<file path="src/hdl/pwr_pkg.sv">
// Purpose: shared constants and carriers for the switch power mode controller
// Assumes: 100 MHz ref_clk
// Notes: mode codes follow the two-bit mode field
package pwr_pkg;
   typedef enum logic [1:0] {
      MODE_NORMAL = 2'h0,
      MODE_ENERGY = 2'h1,
      MODE_SOFT_PD = 2'h2,
      MODE_SAVING = 2'h3
   } mode_t;

   localparam int NUM_PORTS = 4;
   localparam logic [1:0] MODE_RESET = 2'h0;
   localparam logic [7:0] SLEEP_RESET = 8'h00;
   localparam logic [NUM_PORTS-1:0] PORT_PD_RESET = 4'h0;
   // field positions of the mode register image
   localparam int MODE_LSB = 3;
   localparam int MODE_MSB = 4;

   localparam int CLK_PERIOD_NS = 10;
   localparam int PULSE_WIDTH_NS = 120;
   localparam int PULSE_CYCLES = (PULSE_WIDTH_NS + CLK_PERIOD_NS - 1) / CLK_PERIOD_NS;
   localparam int PULSE_PERIOD_S = 1;
   localparam int PULSE_PERIOD_CYCLES = PULSE_PERIOD_S * 100_000_000;
   // one idle-delay step; each count of the sleep field is this many milliseconds
   localparam int SLEEP_STEP_MS = 1;
   localparam int SLEEP_STEP_CYCLES = SLEEP_STEP_MS * 100_000;

   typedef struct packed {
      logic clk_en;
      logic mac_en;
      logic host_en;
      logic tx_en;
      logic rx_full_en;
      logic energy_det_en;
   } power_ctl_t;

   typedef struct packed {
      logic wr;
      logic [1:0] mode;
      logic [7:0] sleep_time;
      logic [NUM_PORTS-1:0] port_pd;
   } host_wr_t;
endpackage : pwr_pkg

</file>
<file path="src/hdl/tick_counter.sv">
// Purpose: free counter that pulses when it reaches one below its terminal count
// Assumes: clear held whenever counting must restart
// Notes: terminal given as a 32-bit value
`timescale 1ns/100ps
module tick_counter
(
   input wire logic ref_clk,
   input wire logic rstn,
   input wire logic clear,
   input wire logic [31:0] terminal,
   output logic tick
);
   logic [31:0] count;
   wire at_end = (count >= terminal - 32'h1);

   always_ff @(posedge ref_clk or negedge rstn)
   begin
      if (!rstn)
         count <= 32'h0;
      else if (clear || at_end)
         count <= 32'h0;
      else
         count <= count + 32'h1;
   end

   assign tick = at_end && !clear;
endmodule // tick_counter

</file>
<file path="src/hdl/power_mode_ctrl.sv">
// Purpose: power mode controller for a four port switch
// Assumes: cable_energy is an asynchronous pin level; host access is same-domain
// Notes: long counts are top parameters so a simulation can shorten them
// Operation
// - mode field: normal, energy, soft down, saving
// - per-port bit powers down that port
// - reset loads normal mode
// - normal keeps clocks, phy, mac, host on
// - host write from normal changes mode
// - energy sleep/soft disable clocks, mac, host
// - no cable in energy mode sleeps automatically
// - energy mode emits 120 ns pulse per second
// - sleep after idle exceeds sleep field
// - low power keeps only energy detect; port power still follows port_pd
// - cable energy wakes to normal power
// - soft down kills clocks, phys, macs
// - host access in soft down resets registers
// - saving keeps tx, drops unused rx
`timescale 1ns/100ps
module power_mode_ctrl #(
   parameter int PULSE_PERIOD = pwr_pkg::PULSE_PERIOD_CYCLES,
   parameter int SLEEP_STEP = pwr_pkg::SLEEP_STEP_CYCLES
)
(
   input wire logic ref_clk,
   input wire logic rstn,
   input wire pwr_pkg::host_wr_t host_wr,
   input wire logic host_access,
   input wire logic cable_energy,
   output pwr_pkg::mode_t mode,
   output logic [7:0] sleep_time,
   output logic [pwr_pkg::NUM_PORTS-1:0] port_pd,
   output pwr_pkg::power_ctl_t power_ctl,
   output logic [pwr_pkg::NUM_PORTS-1:0] port_power_en,
   output logic low_power,
   output logic link_pulse,
   output logic soft_reset
);
   typedef enum logic [2:0] {
      ST_AWAKE = 3'h1,
      ST_ASLEEP = 3'h2,
      ST_WAKING = 3'h4
   } ed_state_t;

   ed_state_t state;
   ed_state_t next_state;
   logic energy_meta;
   logic energy;
   logic [8:0] idle_steps;
   logic [7:0] pulse_cnt;
   logic pulse_run;
   logic step_tick;
   logic sec_tick;

   // two-flop synchroniser; only the second stage is used
   always_ff @(posedge ref_clk or negedge rstn)
   begin
      if (!rstn)
      begin
         energy_meta <= 1'b0;
         energy <= 1'b0;
      end
      else
      begin
         energy_meta <= cable_energy;
         energy <= energy_meta;
      end
   end

   wire in_energy = (mode == pwr_pkg::MODE_ENERGY);
   wire in_soft = (mode == pwr_pkg::MODE_SOFT_PD);
   wire in_saving = (mode == pwr_pkg::MODE_SAVING);
   wire host_live = !(in_soft || (in_energy && state != ST_AWAKE));
   // host writes only count while the host interface is powered
   wire wr_ok = host_wr.wr && host_live;
   // any access while soft powered down acts as a wake and internal reset
   wire wake_reset = in_soft && (host_access || host_wr.wr);

   always_ff @(posedge ref_clk or negedge rstn)
   begin
      if (!rstn)
      begin
         mode <= pwr_pkg::mode_t'(pwr_pkg::MODE_RESET);
         sleep_time <= pwr_pkg::SLEEP_RESET;
         port_pd <= pwr_pkg::PORT_PD_RESET;
      end
      else if (wake_reset)
      begin
         mode <= pwr_pkg::mode_t'(pwr_pkg::MODE_RESET);
         sleep_time <= pwr_pkg::SLEEP_RESET;
         port_pd <= pwr_pkg::PORT_PD_RESET;
      end
      else if (wr_ok)
      begin
         mode <= pwr_pkg::mode_t'(host_wr.mode);
         sleep_time <= host_wr.sleep_time;
         port_pd <= host_wr.port_pd;
      end
   end

   always_ff @(posedge ref_clk or negedge rstn)
   begin
      if (!rstn)
         soft_reset <= 1'b0;
      else
         soft_reset <= wake_reset;
   end

   // idle timer counts sleep-field steps with no cable energy
   tick_counter step_timer (
      .ref_clk(ref_clk),
      .rstn(rstn),
      .clear(energy || !in_energy || state != ST_AWAKE),
      .terminal(32'(SLEEP_STEP)),
      .tick(step_tick)
   );

   always_ff @(posedge ref_clk or negedge rstn)
   begin
      if (!rstn)
         idle_steps <= 9'h000;
      else if (energy || !in_energy || state != ST_AWAKE)
         idle_steps <= 9'h000;
      else if (step_tick && idle_steps <= {1'b0, sleep_time})
         idle_steps <= idle_steps + 9'h001;
   end

   // strictly longer than the programmed delay
   wire idle_expired = (idle_steps > {1'b0, sleep_time});

   always_comb
   begin
      next_state = state;
      unique case (state)
         ST_AWAKE:
            if (in_energy && idle_expired)
               next_state = ST_ASLEEP;
         ST_ASLEEP:
            if (!in_energy)
               next_state = ST_AWAKE;
            else if (energy)
               next_state = ST_WAKING;
         ST_WAKING:
            next_state = ST_AWAKE;
         default:
            next_state = ST_AWAKE;
      endcase
   end

   always_ff @(posedge ref_clk or negedge rstn)
   begin
      if (!rstn)
         state <= ST_AWAKE;
      else
         state <= next_state;
   end

   // beacon: one fixed-width pulse per second while energy detect is selected
   tick_counter sec_timer (
      .ref_clk(ref_clk),
      .rstn(rstn),
      .clear(!in_energy),
      .terminal(32'(PULSE_PERIOD)),
      .tick(sec_tick)
   );

   always_ff @(posedge ref_clk or negedge rstn)
   begin
      if (!rstn)
      begin
         pulse_cnt <= 8'h00;
         pulse_run <= 1'b0;
      end
      else if (!in_energy)
      begin
         pulse_cnt <= 8'h00;
         pulse_run <= 1'b0;
      end
      else if (sec_tick)
      begin
         pulse_cnt <= 8'h01;
         pulse_run <= 1'b1;
      end
      else if (pulse_run && pulse_cnt == 8'(pwr_pkg::PULSE_CYCLES))
      begin
         pulse_cnt <= 8'h00;
         pulse_run <= 1'b0;
      end
      else if (pulse_run)
         pulse_cnt <= pulse_cnt + 8'h01;
   end

   assign link_pulse = pulse_run;

   // enables per mode; energy detect awake state runs fully so packets can pass
   wire ed_asleep = in_energy && (state != ST_AWAKE);
   assign low_power = ed_asleep;
   assign power_ctl.clk_en = !(in_soft || ed_asleep);
   assign power_ctl.mac_en = !(in_soft || ed_asleep);
   assign power_ctl.host_en = host_live;
   assign power_ctl.tx_en = !(in_soft || ed_asleep);
   assign power_ctl.rx_full_en = !(in_soft || ed_asleep) && !(in_saving && !energy);
   assign power_ctl.energy_det_en = in_energy || in_saving;
   // per-port down applies in every mode; soft power-down also turns every port off
   assign port_power_en = {pwr_pkg::NUM_PORTS{!in_soft}} & ~port_pd;

   // helper counters: long holds are judged on a count, not a long repetition
   logic [7:0] pulse_len;
   logic [31:0] quiet_len;

   always_ff @(posedge ref_clk or negedge rstn)
   begin
      if (!rstn)
         pulse_len <= 8'h00;
      else if (link_pulse)
         pulse_len <= pulse_len + 8'h01;
      else
         pulse_len <= 8'h00;
   end

   // quiet cable cycles while energy detect is awake
   always_ff @(posedge ref_clk or negedge rstn)
   begin
      if (!rstn)
         quiet_len <= 32'h0;
      else if (energy || !in_energy || low_power)
         quiet_len <= 32'h0;
      else
         quiet_len <= quiet_len + 32'h1;
   end

   // reset, mode register and host writes
   a_reset_normal: assert property (@(posedge ref_clk)
      $rose(rstn) |-> mode == pwr_pkg::MODE_NORMAL)
      else $error("mode not normal after reset");
   a_write_mode: assert property (@(posedge ref_clk) disable iff (!rstn)
      (mode == pwr_pkg::MODE_NORMAL && host_wr.wr) |=> mode == $past(host_wr.mode))
      else $error("mode write lost");
   a_mode_hold: assert property (@(posedge ref_clk) disable iff (!rstn)
      (!host_wr.wr && !host_access) |=> mode == $past(mode))
      else $error("mode changed without host action");
   a_normal_on: assert property (@(posedge ref_clk) disable iff (!rstn)
      mode == pwr_pkg::MODE_NORMAL |-> (power_ctl.clk_en && power_ctl.host_en && power_ctl.mac_en))
      else $error("normal mode not fully powered");
   a_ports_normal: assert property (@(posedge ref_clk) disable iff (!rstn)
      mode == pwr_pkg::MODE_NORMAL |-> port_power_en == ~port_pd)
      else $error("port power enables wrong in normal mode");
   a_port_down: assert property (@(posedge ref_clk) disable iff (!rstn)
      port_pd[0] |-> !port_power_en[0])
      else $error("port power-down ignored");

   // soft power-down
   a_soft_off: assert property (@(posedge ref_clk) disable iff (!rstn)
      in_soft |-> !(power_ctl.clk_en || power_ctl.mac_en || power_ctl.tx_en || |port_power_en))
      else $error("soft power-down left blocks on");
   a_soft_host_off: assert property (@(posedge ref_clk) disable iff (!rstn)
      in_soft |-> !power_ctl.host_en)
      else $error("soft power-down left host on");
   a_soft_wake: assert property (@(posedge ref_clk) disable iff (!rstn)
      (in_soft && host_access) |=> (mode == pwr_pkg::MODE_NORMAL && soft_reset))
      else $error("soft power-down did not wake on access");
   a_soft_write_wake: assert property (@(posedge ref_clk) disable iff (!rstn)
      (in_soft && host_wr.wr) |=> (mode == pwr_pkg::MODE_NORMAL && soft_reset))
      else $error("soft power-down did not wake on write");
   a_soft_pulse: assert property (@(posedge ref_clk) disable iff (!rstn)
      soft_reset |=> !soft_reset)
      else $error("internal reset longer than one cycle");
   a_wake_host_on: assert property (@(posedge ref_clk) disable iff (!rstn)
      soft_reset |-> (mode == pwr_pkg::MODE_NORMAL && power_ctl.host_en))
      else $error("wake did not restore normal mode");

   // energy detect, sleep and beacon
   a_sleep_enter: assert property (@(posedge ref_clk) disable iff (!rstn)
      (state == ST_AWAKE && in_energy && idle_expired) |=> low_power)
      else $error("did not sleep after idle");
   a_sleep_delay: assert property (@(posedge ref_clk) disable iff (!rstn)
      ($rose(low_power) && in_energy) |->
         (quiet_len > 32'(sleep_time) * 32'(SLEEP_STEP)
         && quiet_len <= (32'(sleep_time) + 32'h2) * 32'(SLEEP_STEP)))
      else $error("sleep entered outside the idle delay");
   a_sleep_off: assert property (@(posedge ref_clk) disable iff (!rstn)
      low_power |-> power_ctl == 6'h01)
      else $error("low power state left blocks on");
   a_refuse_asleep: assert property (@(posedge ref_clk) disable iff (!rstn)
      (low_power && host_wr.wr) |=> mode == $past(mode))
      else $error("write taken while host interface off");
   a_wake_energy: assert property (@(posedge ref_clk) disable iff (!rstn)
      (state == ST_ASLEEP && in_energy && energy && !host_wr.wr) |-> ##2 !low_power)
      else $error("did not wake on energy");
   a_energy_awake_on: assert property (@(posedge ref_clk) disable iff (!rstn)
      (in_energy && !low_power) |-> (power_ctl.clk_en && power_ctl.mac_en && power_ctl.tx_en))
      else $error("energy detect awake state not powered");
   a_pulse_width: assert property (@(posedge ref_clk) disable iff (!rstn)
      ($fell(link_pulse) && in_energy) |-> pulse_len == 8'(pwr_pkg::PULSE_CYCLES))
      else $error("beacon pulse width wrong");
   a_beacon_off: assert property (@(posedge ref_clk) disable iff (!rstn)
      (!in_energy && !$past(in_energy)) |-> !link_pulse)
      else $error("beacon outside energy detect");

   // power saving
   a_saving_tx: assert property (@(posedge ref_clk) disable iff (!rstn)
      in_saving |-> (power_ctl.tx_en && power_ctl.host_en))
      else $error("power saving dropped tx or host");
   a_saving_rx: assert property (@(posedge ref_clk) disable iff (!rstn)
      in_saving |-> power_ctl.rx_full_en == energy)
      else $error("power saving receiver does not follow cable");
endmodule // power_mode_ctrl

</file>
<file path="config.mk">
export PLATFORM = sky130hd
export DESIGN_NAME = power_mode_ctrl
export DESIGN_NICKNAME = d
export VERILOG_FILES = /design/src/hdl/pwr_pkg.sv /design/src/hdl/tick_counter.sv /design/src/hdl/power_mode_ctrl.sv
export SDC_FILE = /design/constraint.sdc
export NUM_CORES = 1
export LEC_CHECK = 0
export BUFFER_PORTS_ARGS = -buffer_cell sky130_fd_sc_hd__buf_4
export CORE_MARGIN = 8
export CORE_UTILIZATION = 55
export CTS_CLUSTER_SIZE = 14
export DETAILED_ROUTE_END_ITERATION = 7
export PLACE_DENSITY = 0.86
export SLEW_MARGIN = 15
export SYNTH_ARGS = -nofsm -noshare
export SYNTH_HDL_FRONTEND = slang
export SYNTH_SLANG_ARGS = --single-unit
</file>
<file path="constraint.sdc">
create_clock -name ref_clk -period 3.2 [get_ports ref_clk]
set_clock_uncertainty 0.05 [all_clocks]
set_input_delay 0.32 -clock ref_clk [delete_from_list [all_inputs] [get_ports ref_clk]]
set_output_delay 0.32 -clock ref_clk [all_outputs]
set_load 0.005 [all_outputs]
</file>
# ---- Word level (Yosys, flattened, before mapping)
# Cells that the tools add are included.
dict set report word_totals {
  regBits 102
  inputBits 19
  out_inout_bits 27
  elab_cells 80
}
dict set report op_classes {
  n_addsub 4
  n_lt_le_gt_ge 4
  eq_ne 11
  mux 21
  bitwise 2
  reduce_logical 26
}
# op n
set ops {}
lappend ops {{$add 32x1->32 const B} 2}
lappend ops {{$mux 32} 2}
lappend ops {{$mux 8} 6}
lappend ops {{$ge 32x17->1 const B} 1}
lappend ops {{$ge 32x27->1 const B} 1}
lappend ops {{$mux 9} 2}
lappend ops {{$logic_and 1x1->1} 10}
lappend ops {{$add 9x1->9 const B} 1}
lappend ops {{$gt 9x8->1} 1}
lappend ops {{$le 9x8->1} 1}
lappend ops {{$mux 3} 3}
lappend ops {{$add 8x1->8 const B} 1}
lappend ops {{$eq 8x4->1 const B} 1}
lappend ops {{$mux 4} 2}
lappend ops {{$logic_or 1x1->1} 7}
lappend ops {{$logic_not 1->1} 6}
lappend ops {{$pmux 3 s2} 1}
lappend ops {{$and 4x4->4} 1}
lappend ops {{$eq 2x2->1 const B} 2}
lappend ops {{$mux 2} 2}
lappend ops {{$ne 4x3->1 const B} 1}
lappend ops {{$not 4->4} 1}
lappend ops {{$reduce_bool 2->1} 2}
lappend ops {{$eq 3x1->1 const B} 1}
lappend ops {{other kinds (8)} 10}

# ---- Logic depth before layout (Yosys ltp)
# Gate-level depths: netlist (run 1).
dict set report logic_depth {
  depth_word 9
  mapped_depth 8
  ltp_nobuf 7
}

# ---- Modules after synthesis
# From an unflattened synthesis (run 1), not the netlist that was laid out.
dict set report hier_totals {
  hier_cells 839
  hier_area_um2 7862.5
}
# module instances cells_each area_per_inst_um2 seq_area_each_um2
set by_module_without_submodules {}
lappend by_module_without_submodules {{tick_counter (step_timer)} 1 316 3049.2 800.8}
lappend by_module_without_submodules {{tick_counter (sec_timer)} 1 324 2812.7 800.8}
lappend by_module_without_submodules {power_mode_ctrl 1 199 2000.7 952.2}

# ---- Worst setup path after synthesis (run 1)
# No wires, ideal clock.
dict set report synth_path {
  kind {reg-to-reg}
  start {register sleep_time[7]}
  end {register idle_steps[7]}
  setup_ps 78
  arrival_ps 2170
  t_required_ps 3072
  path_slack_ps 903
  stages_incl_launch_ff 9
  synth_period_minus_slack_ps 2297
  path_cell_list {dfrtp_1 inv_1 ha_1 and4b_1 a2111o_1 o211a_1 clkbuf_1 or4_1 a21oi_1}
}
dict set report synth_via {
  elab_chain_cells 3
}
# item line
set synth_rtl {}
lappend synth_rtl {{from (decl)} power_mode_ctrl.sv:31} ;# output logic [7:0] sleep_time,
lappend synth_rtl {{from (signal assigned)} power_mode_ctrl.sv:84} ;# sleep_time <= pwr_pkg::SLEEP_RESET;
lappend synth_rtl {{from (signal assigned)} power_mode_ctrl.sv:90} ;# sleep_time <= pwr_pkg::SLEEP_RESET;
lappend synth_rtl {{from (signal assigned)} power_mode_ctrl.sv:96} ;# sleep_time <= host_wr.sleep_time;
lappend synth_rtl {{$le 9x8->1} power_mode_ctrl.sv:124} ;# else if (step_tick && idle_steps <= {1'b0, sleep_time})
lappend synth_rtl {{$logic_and 1x1->1} power_mode_ctrl.sv:124}
lappend synth_rtl {{$reduce_bool 2->1 (no line)} --}
lappend synth_rtl {{to (signal assigned)} power_mode_ctrl.sv:125} ;# idle_steps <= idle_steps + 9'h001;
lappend synth_rtl {{to (decl)} power_mode_ctrl.sv:49} ;# logic [8:0] idle_steps;
# Every way passes these cells.
# A chain may end at the register's enable or synchronous reset.

==> results.yml, run 1 <==
status:
  status: "complete, no violations"
sta:
  hold_viol: 0
  rsz0062_at_grt: "no"
  fin_crit_sh_pct: 82.40
  max_freq_mhz: 379.2
  slew_violations: 0
  maxSlewHeadroom_pct: 37.65
  setup-tns-final_ps: 0
  fin_crit_ps: 2637
  worstMarginPinSlew_ps: 923.2
  setup_viol: 0
synth:
  async_reset_ff_share_pct: 100.0
  synth.distinct_cells: 54
  synth.avg_cell_area_um2: 10.05
  synth-seq-cells: 102
  ys.flop_type: "dfrtp_1"
  synth_edf_count: 0
  seq_area_frac_synth_pct: 53.97
  synthCells: 471
  synth_area_um2: 4732
  ys_warn_count: 0
critical_path:
  timing.rr.start: "idle_steps[6]"
  start_kind: "flip-flop"
  crit_required_ps: 2830
  crit_path_max_incr_delay_ps: 550
  path_cells: "or3b_2 > a21oi_1 > a21boi_0 > buf_4"
  cp_data_arrival_time_ps: 2270
  timing.critical_path.buf_inv: 1
  crit_slowest_cell: "dfstp_2"
  crit_path_end_kind: "output pin"
  crit_family: "compound AO/OA/AOI/OAI gates"
  worst-setup-path-type: "reg -> out"
  rrSetupSlack_ps: 710
  path_max_fanout: 6
  worst-r2r-cell-count: 6
  reg2reg_to: "idle_steps[3]"
global_routing:
  antenna_found_initial: 0
  grt_max_degree: 60
  grt_pass1_wl_um: 16100
  grt_use_total_pct: 16.82
  grt_pass1_vias: 3540
  grt.overflow.total: 0
worst_hold_path:
  min_path_type: "in -> reg"
  min_from: "host_wr[10]"
  whs_endpoint: "sleep_time[6]"
  hold_depth: 3
finish:
  nets: 568
  drive_above_1_share_pct: 13.17
  final_area_um2: 5436
  final_cells: 647
  n_antenna_cell: 0
  area_growth_pct: 14.89
pwr:
  clockPowerShare_pct: 27.4
  irDropWorstVdd_mv: 0.2185
  p_per_area_nw_per_um2: 477.6
  power_w: 0.002596
  pwr-share-comb_pct: 17.7
  p_switching_w: 0.0007191
  seqPwrFrac_pct: 54.9
  swShare_pct: 27.70
  p_leak_nw: 2.374
  internal_power_w: 0.001877
detailed_routing:
  via_per_inst: 5.584
  routedWlPerCell_um: 14.66
  final_antenna_net_count: 0
  drc: 0
  dr.first_iter.drc_count: 197
  drt_first_pass_iters: 5
  vias: 3613
  routed_wl_um: 9487
clock_network:
  hold_buffers: 2
  cts_tree: "done"
  post_cts_buffers: 0
  path_clk_slew_ps: 100
  cts_buffer_depth: 2
  clk_latency_ps: 370
  htreeDepth: 3
  ctsResizeCount: 0
  cts_sinks: 102
  root_buffer: "clkbuf_8"
  cts-buffers-inserted: 9
floorplanning:
  rows: 34
  die_w_um: 108.8
  core_area_um2: 8551
  dieArea_um2: 11830
  dieHeight_um: 108.8
  initial_utilization_pct: 55.34
  num_io_pins: 46
placed_design:
  portBuffers: 45
  placed_cells: 631
  dp_hpwl_um: 6893
  place.gp.congestion: 0.8344
  placed_area_um2: 5253
run:
  drv_cap: 0
[logic make-up (layout without fill, tap and decap cells)]
| group | Yosys count | count (layout) | synth area share [%] |
|---|---|---|---|
| buf+inv | 37 | 86 | 3.305 |
| other cells | 1 | 20 | 0.07925 |
| fa+ha+maj | 13 | 13 | 3.437 |
| compound gates | 54 | 54 | 7.986 |
| flops | 102 | 102 | 53.97 |
| mux | 2 | 2 | 0.4231 |
| xor+xnor | 41 | 41 | 7.589 |
| simple gates | 221 | 221 | 23.22 |
[final cells by class]
type / count / area [um2]
Multi-Input combinational cell: 351 / 2105
Clock inverter: 3 / 22.52
Clock buffer: 11 / 141.4
Timing Repair Buffer: 51 / 400.4
Sequential cell: 102 / 2554
Tap cell: 108 / 135.1
Fill cell: 628 / 3114
Inverter: 21 / 78.83
[metal layers]
metal  wire, um  GRT usage, %
met5          0             0
met2       4736         28.90
met3        526         3.073
met4        182         7.038
met1       4041         20.42
[worst max path at each step]
stage | from | endpoint | slack, ps | cells past startpoint
CTS | state[0] | power_ctl[1] | 570 | 4
global route | state[0] | power_ctl[1] | 430 | 4
finish | state[0] | power_ctl[1] | 560 | 4
detailed placement | step_timer.count[22] | step_timer.count[13] | 720 | 5
floorplan | sleep_time[7] | idle_steps[7] | 900 | 8
global placement | idle_steps[4] | idle_steps[7] | 930 | 6
[worst min-delay path, cell delays in order]
cell	delay, ps
buf_4	80
nand2_1	40
o31ai_1	50
[state kept, by name (all words and copies together), names as in the netlist, 2 cells and up]
register	cells
port_pd	4
state	3
sec_timer.count	32
sleep_time	8
pulse_cnt	8
idle_steps	9
mode	2
step_timer.count	32
[synth_stat cells (3+ instances only)]
master    count  area (um2)
o211a_1       3       30.03
ha_1         13       162.7
nor2_1       63       236.5
or4_1         7       52.55
inv_1        20       75.07
nand4_1      14       87.58
o21ai_0       7       35.03
xnor2_1      26       227.7
nand4b_1      3       26.28
nand2_1      46       172.7
clkbuf_1      9       33.78
dfrtp_1     101        2527
nand3_1      25       125.1
buf_4         4       30.03
nor4_1       10       62.56
and2_1        4       25.02
o31ai_1      12       90.09
nor2b_1       3       18.77
a21oi_1      17       85.08
and3_1       11       68.82
xor2_1       15       131.4
nor3_1       19       95.09
[power by group through the flow]
| stage | logic, W | registers [W] | clock network [W] |
|---|---|---|---|
| after floorplan | 0.000236 | 0.00144 | 0 |
| final | 0.000459 | 0.00143 | 0.000712 |
| after global placement | 0.000450 | 0.00144 | 0 |
| after CTS | 0.000466 | 0.00143 | 0.000727 |
| after detailed placement | 0.000463 | 0.00145 | 0 |
| after global routing | 0.000519 | 0.00144 | 0.000782 |
[cell usage in the layout, fill, tap and decap left out, drive strengths merged, types with 13 or more instances in the layout]
cell type / n
conb: 20
xor2: 15
nand4: 14
nor2: 63
nand3: 25
nor3: 20
nand2: 46
ha: 13
dfrtp: 101
xnor2: 26
a21oi: 17
buf: 49
inv: 20
[through the flow]
stage          hold slack [ps]  setup WS [ps]  util [%]
2_1_floorplan           -25.59          902.8         -
3_5_place_dp             288.5          715.5     61.43
4_1_cts                  78.54          574.2     63.58
6_report                 93.64          563.0     63.58
3_3_place_gp             285.2          925.4     61.43
5_1_grt                  83.13          430.3     63.58
Note: power is estimated with default switching activity, not from simulation.
==> inputs of run 2 (changes only) <==
--- a/config.mk
+++ b/config.mk
@@ -5,12 +5,13 @@
 export SDC_FILE = /design/constraint.sdc
 export NUM_CORES = 1
 export LEC_CHECK = 0
+export ABC_AREA = 1
 export BUFFER_PORTS_ARGS = -buffer_cell sky130_fd_sc_hd__buf_4
 export CORE_MARGIN = 8
-export CORE_UTILIZATION = 55
+export CORE_UTILIZATION = 54
 export CTS_CLUSTER_SIZE = 14
 export DETAILED_ROUTE_END_ITERATION = 7
-export PLACE_DENSITY = 0.86
+export PLACE_DENSITY = 0.87
 export SLEW_MARGIN = 15
 export SYNTH_ARGS = -nofsm -noshare
 export SYNTH_HDL_FRONTEND = slang
==> constraint.sdc (replaced) <==
create_clock -name ref_clk -period 2.4 [get_ports ref_clk]
set_clock_uncertainty 0.05 [all_clocks]
set_input_delay 0.24 -clock ref_clk [delete_from_list [all_inputs] [get_ports ref_clk]]
set_output_delay 0.24 -clock ref_clk [all_outputs]
set_load 0.005 [all_outputs]
==> results.yml, run 2 <==
synth:
  synth_most_common_cell: "nand2_1"
  synth_top_cells_by_area: "dfrtp_1 (49%), nand2_1 (8.2%), nor2_1 (7.6%)"
  synth_largest_area_cell: "dfrtp_1"
  netlist.area_leader.share_pct: 48.69
  synthCells: 603
  synth_area_um2: 5191
  ys.flop_type: "dfrtp_1"
  synth.distinct_cells: 40
  async_reset_ff_share_pct: 100.0
  yosys-top-cells-count: "nand2_1 (114), nor2_1 (105), dfrtp_1 (101), inv_1 (64), nand3_1 (46)"
  synth-seq-cells: 102
  ys_warn_count: 0
  seq_area_frac_synth_pct: 49.19
  synth_edf_count: 0
  synth.avg_cell_area_um2: 8.609
global_routing:
  antenna_found_initial: 0
  grt.overflow.total: 0
  grt_pass1_vias: 4229
  grt_use_total_pct: 16.95
  grt_max_degree: 52
  grt_pass1_wl_um: 18240
detailed_routing:
  drc: 0
  dr.first_iter.drc_count: 208
  routedWlPerCell_um: 12.92
  routed_wl_um: 10400
  via_per_inst: 5.200
  drt_first_pass_iters: 5
  final_antenna_net_count: 0
  vias: 4186
critical_path:
  timing.rr.start: "idle_steps[6]"
  critPathLaunch: "state[0]"
  worst-setup-path-type: "reg -> out"
  crit_path_end_kind: "output pin"
  path_max_fanout: 10
  crit_required_ps: 2110
  start_kind: "flip-flop"
  cp_data_arrival_time_ps: 1960
pwr:
  p_leak_nw: 2.730
  clockPowerShare_pct: 23.6
  swShare_pct: 33.31
  p_per_area_nw_per_um2: 710.3
  power_w: 0.004192
  p_switching_w: 0.001397
  irDropWorstVdd_mv: 0.6409
  seqPwrFrac_pct: 48.4
  pwr-share-comb_pct: 28.0
  internal_power_w: 0.002796
floorplanning:
  initial_utilization_pct: 55.92
  dieArea_um2: 13010
  core_area_um2: 9284
  die_w_um: 114.0
  rows: 35
  num_io_pins: 46
  dieHeight_um: 114.0
placed_design:
  portBuffers: 45
  place.gp.congestion: 0.8770
  dp_hpwl_um: 7657
  place_ws_ps: 460.7
finish:
  layout_commonest_cell: "nand2_1"
  utilization_pct: 63.57
  area_growth_pct: 13.69
  drive_above_1_share_pct: 15.98
  nFillCells: 740
  n_antenna_cell: 0
  reg.largest.list: "sec_timer.count x32, step_timer.count x32, idle_steps x9"
  final_cell_mix: "nand2_1 (114), nor2_1 (105), dfrtp_1 (101)"
  nets: 703
sta:
  hold_viol: 0
  fin_crit_ps: 2247
  maxSlewHeadroom_pct: 59.17
  fin_crit_sh_pct: 93.65
  max_freq_mhz: 444.9
  timing.hold.ws_ps: 55.94
  rsz0062_at_grt: "no"
  setup-tns-final_ps: 0
  setup_viol: 0
  worstMarginPinSlew_ps: 610.2
  slew_violations: 0
  postLayoutSetupSlackWorst_ps: 152.5
clock_network:
  cts_buffer_depth: 2
  cts_tree: "done"
  cts_sinks: 102
  root_buffer: "clkbuf_8"
  clk_latency_ps: 370
  htreeDepth: 3
  path_clk_slew_ps: 100
  cts-buffers-inserted: 9
run:
  drv_cap: 0
worst_hold_path:
  min_path_type: "in -> reg"
  min_from: "host_wr[1]"
status:
  status: "complete, no violations"
[run 2: per-stage QoR]
stage          instances  area, um2
2_1_floorplan        622       5263
3_3_place_gp         786       5702
3_5_place_dp         786       5702
4_1_cts              804       5896
5_1_grt              805       5902
6_report             805       5902
[run 2: metal layers]
metal  vias to the layer above  track usage, %  wire length, um
met5                         -               0                0
met4                         0           6.389              182
met3                        18           4.332              568
met2                       125           29.22             5159
met1                      2000           19.85             4493
li1                       2043               -                -
[run 2: cell families after synthesis]
group                    synth area share [%]
buffers and inverters                   6.797
flip-flops                              49.19
XOR/XNOR                                4.555
other                                 0.07224
AO/OA/AOI/OAI                           4.314
AND/OR/NAND/NOR                         31.94
adder cells (fa/ha/maj)                 3.133
[run 2: path summary, 6_finish.rpt]
check,end,cells after the start,slack (ps)
setup / recovery,power_ctl[1],8,150
max in group asynchronous,energy,3,1370
hold / removal,port_pd[1],3,60
hold reg to reg,energy,0,320
setup reg to reg,idle_steps[3],10,430
min in group asynchronous,sec_timer.count[13],2,230
[run 2: repair_timing]
| action | in CTS | in global routing |
|---|---|---|
| setup endpoints to repair | 0 | 1 |
| hold endpoints to repair | 17 | 0 |
| hold buffers | 2 | 0 |
| setup buffers | 0 | 0 |
| resized for setup | 0 | 0 |
[run 2: power groups by stage]
stage / clock network, W / logic (W) / registers (W)
final: 0.000988 / 0.00117 / 0.00203
after global routing: 0.00108 / 0.00132 / 0.00205
after CTS: 0.00101 / 0.00118 / 0.00203
after detailed placement: 0 / 0.00118 / 0.00206
after global placement: 0 / 0.00113 / 0.00205
after floorplan: 0 / 0.000629 / 0.00204
[run 2: area by class of cell]
cell class | count | area (um2) | area share (%)
sequential | 102 | 2554 | 43.27
multi-input combinational | 441 | 2362 | 40.03
timing repair buffer | 51 | 400.4 | 6.784
inverter | 66 | 250.2 | 4.240
tap | 129 | 161.4 | 2.735
clock buffer | 10 | 127.6 | 2.162
clock inverter | 6 | 46.29 | 0.7844
[run 2: worst max-delay path, cell delays in order, from the launching register on]
cell and delay (ps):
dfstp_2 530, inv_1 50, nor3_2 200, inv_1 110, nand2_1 70, inv_1 90, nor2_4 270, o21a_1 170
buf_4 100
==> inputs of run 3 (changes only) <==
--- a/config.mk
+++ b/config.mk
@@ -7,7 +7,7 @@
 export LEC_CHECK = 0
 export ABC_AREA = 1
 export BUFFER_PORTS_ARGS = -buffer_cell sky130_fd_sc_hd__buf_4
-export CORE_MARGIN = 8
+export CORE_MARGIN = 2
 export CORE_UTILIZATION = 54
 export CTS_CLUSTER_SIZE = 14
 export DETAILED_ROUTE_END_ITERATION = 7
==> results.yml, run 3 (synthesis results as in run 2) <==
floorplanning:
  dieHeight_um: 102.0
  dieArea_um2: 10410
  die_w_um: 102.0
  core_area_um2: 9284
  rows: 35
  num_io_pins: 46
  initial_utilization_pct: 55.92
detailed_routing:
  via_per_inst: 5.112
  dr.first_iter.drc_count: 199
  vias: 4141
  drt_first_pass_iters: 5
  routed_wl_um: 10120
  drc: 0
  final_antenna_net_count: 0
  routedWlPerCell_um: 12.50
clock_network:
  ctsResizeCount: 0
  root_buffer: "clkbuf_8"
  clk_latency_ps: 370
  cts_buffer_depth: 2
  cts-buffers-inserted: 9
  path_clk_slew_ps: 110
  htreeDepth: 3
  cts_sinks: 102
  cts_tree: "done"
finish:
  drive_above_1_share_pct: 16.59
  multi_input_area_um2: 2362
  final_cell_mix: "nand2_1 (114), nor2_1 (105), dfrtp_1 (101)"
  regArea_um2: 2554
  area_growth_pct: 14.61
  layout_commonest_cell: "nand2_1"
  reg.largest.list: "sec_timer.count x32, step_timer.count x32, idle_steps x9"
  n_antenna_cell: 0
  nFillCells: 752
  utilization_pct: 64.08
  nets: 708
critical_path:
  crit_required_ps: 2110
  path_max_fanout: 6
  worst-setup-path-type: "reg -> out"
  cp_data_arrival_time_ps: 1920
  crit_path_end_kind: "output pin"
  start_kind: "flip-flop"
global_routing:
  grt.overflow.total: 0
  grt_pass1_wl_um: 17340
  grt_max_degree: 59
  grt_use_total_pct: 20.78
  antenna_found_initial: 0
  grt_pass1_vias: 3956
pwr:
  clockPowerShare_pct: 24.1
  p_leak_nw: 2.760
  swShare_pct: 33.32
  pwr-share-comb_pct: 28.4
  internal_power_w: 0.002859
  seqPwrFrac_pct: 47.5
  p_per_area_nw_per_um2: 720.5
  irDropWorstVdd_mv: 0.6508
  p_switching_w: 0.001428
sta:
  fin_crit_ps: 2208
  maxSlewHeadroom_pct: 49.04
  setup-tns-final_ps: 0
  setup_viol: 0
  max_freq_mhz: 452.9
  rsz0062_at_grt: "no"
  worstMarginPinSlew_ps: 764.4
  slew_violations: 0
  hold_viol: 0
  fin_crit_sh_pct: 91.99
run:
  drv_cap: 0
worst_hold_path:
  min_path_type: "in -> reg"
placed_design:
  place.gp.congestion: 0.8717
  portBuffers: 45
  dp_hpwl_um: 7257
status:
  status: "complete, no violations"
-- run 3: cell types whose count changed in the layout (fill, tap and decap cells not counted), sizes merged --
cell      delta
buf          +5
clkinvlp     -1
inv          +1
-- run 3: cell type report --
cell class,count,share of cell area [%]
Multi-Input combinational cell,441,39.71
Sequential cell,102,42.92
Timing Repair Buffer,56,7.361
Clock inverter,6,0.9464
Tap cell,129,2.713
Clock buffer,10,2.145
Inverter,66,4.206
-- run 3: critical path: stages (launching register included) --
cell and delay [ps]:
dfstp_2 530, inv_1 50, nor3_2 220, inv_1 120
nand2_1 80, inv_1 110, nor2_4 190, buf_4 150
buf_4 100
-- run 3: timing repair --
item,4_1_cts,5_1_grt
hold endpoints to repair,55,0
hold buffers,2,0
setup buffers,0,4
endpoints found under the setup margin,0,5
-- run 3: worst paths after layout --
| path | startpoint | end | slack [ps] | cells past startpoint |
|---|---|---|---|---|
| worst max register to register | state[0] | sleep_time[2] | 360 | 11 |
| worst min register to register | energy_meta | energy | 320 | 0 |
| max in group asynchronous | rstn | energy | 1210 | 3 |
| worst max-delay path | state[0] | power_ctl[2] | 190 | 8 |
| worst min-delay path | host_wr[10] | sleep_time[6] | 60 | 3 |
| min in group asynchronous | rstn | sec_timer.count[17] | 440 | 2 |
-- run 3: layer usage --
metal  vias up  global-route usage (%)  wire (um)
met2       134                   35.43       4933
met4         0                   7.282        159
met3        17                   3.625        590
met5         -                       0          0
li1       2054                       -          -
met1      1936                   26.95       4439
-- run 3: per-stage QoR --
stage / area [um2] / hold WS (ps) / std cells / power (W) / setup WS, ps
floorplan: 5263 / -105.6 / 622 / 0.002669 / 690.5
global placement: 5709 / 289.7 / 787 / 0.003158 / 534.7
detailed placement: 5709 / 294.2 / 787 / 0.003202 / 399.7
CTS: 5913 / 52.66 / 805 / 0.004234 / 52.55
global route: 5949 / 48.52 / 810 / 0.004526 / 87.38
finish: 5949 / 56.96 / 810 / 0.004287 / 192.1
-- run 3: power groups by stage --
stage | combinational, W | sequential [W] | clock, W
floorplan | 0.000629 | 0.00204 | 0
global placement | 0.00110 | 0.00206 | 0
detailed placement | 0.00115 | 0.00206 | 0
CTS | 0.00115 | 0.00203 | 0.00105
global route | 0.00136 | 0.00206 | 0.00111
finish | 0.00122 | 0.00204 | 0.00103
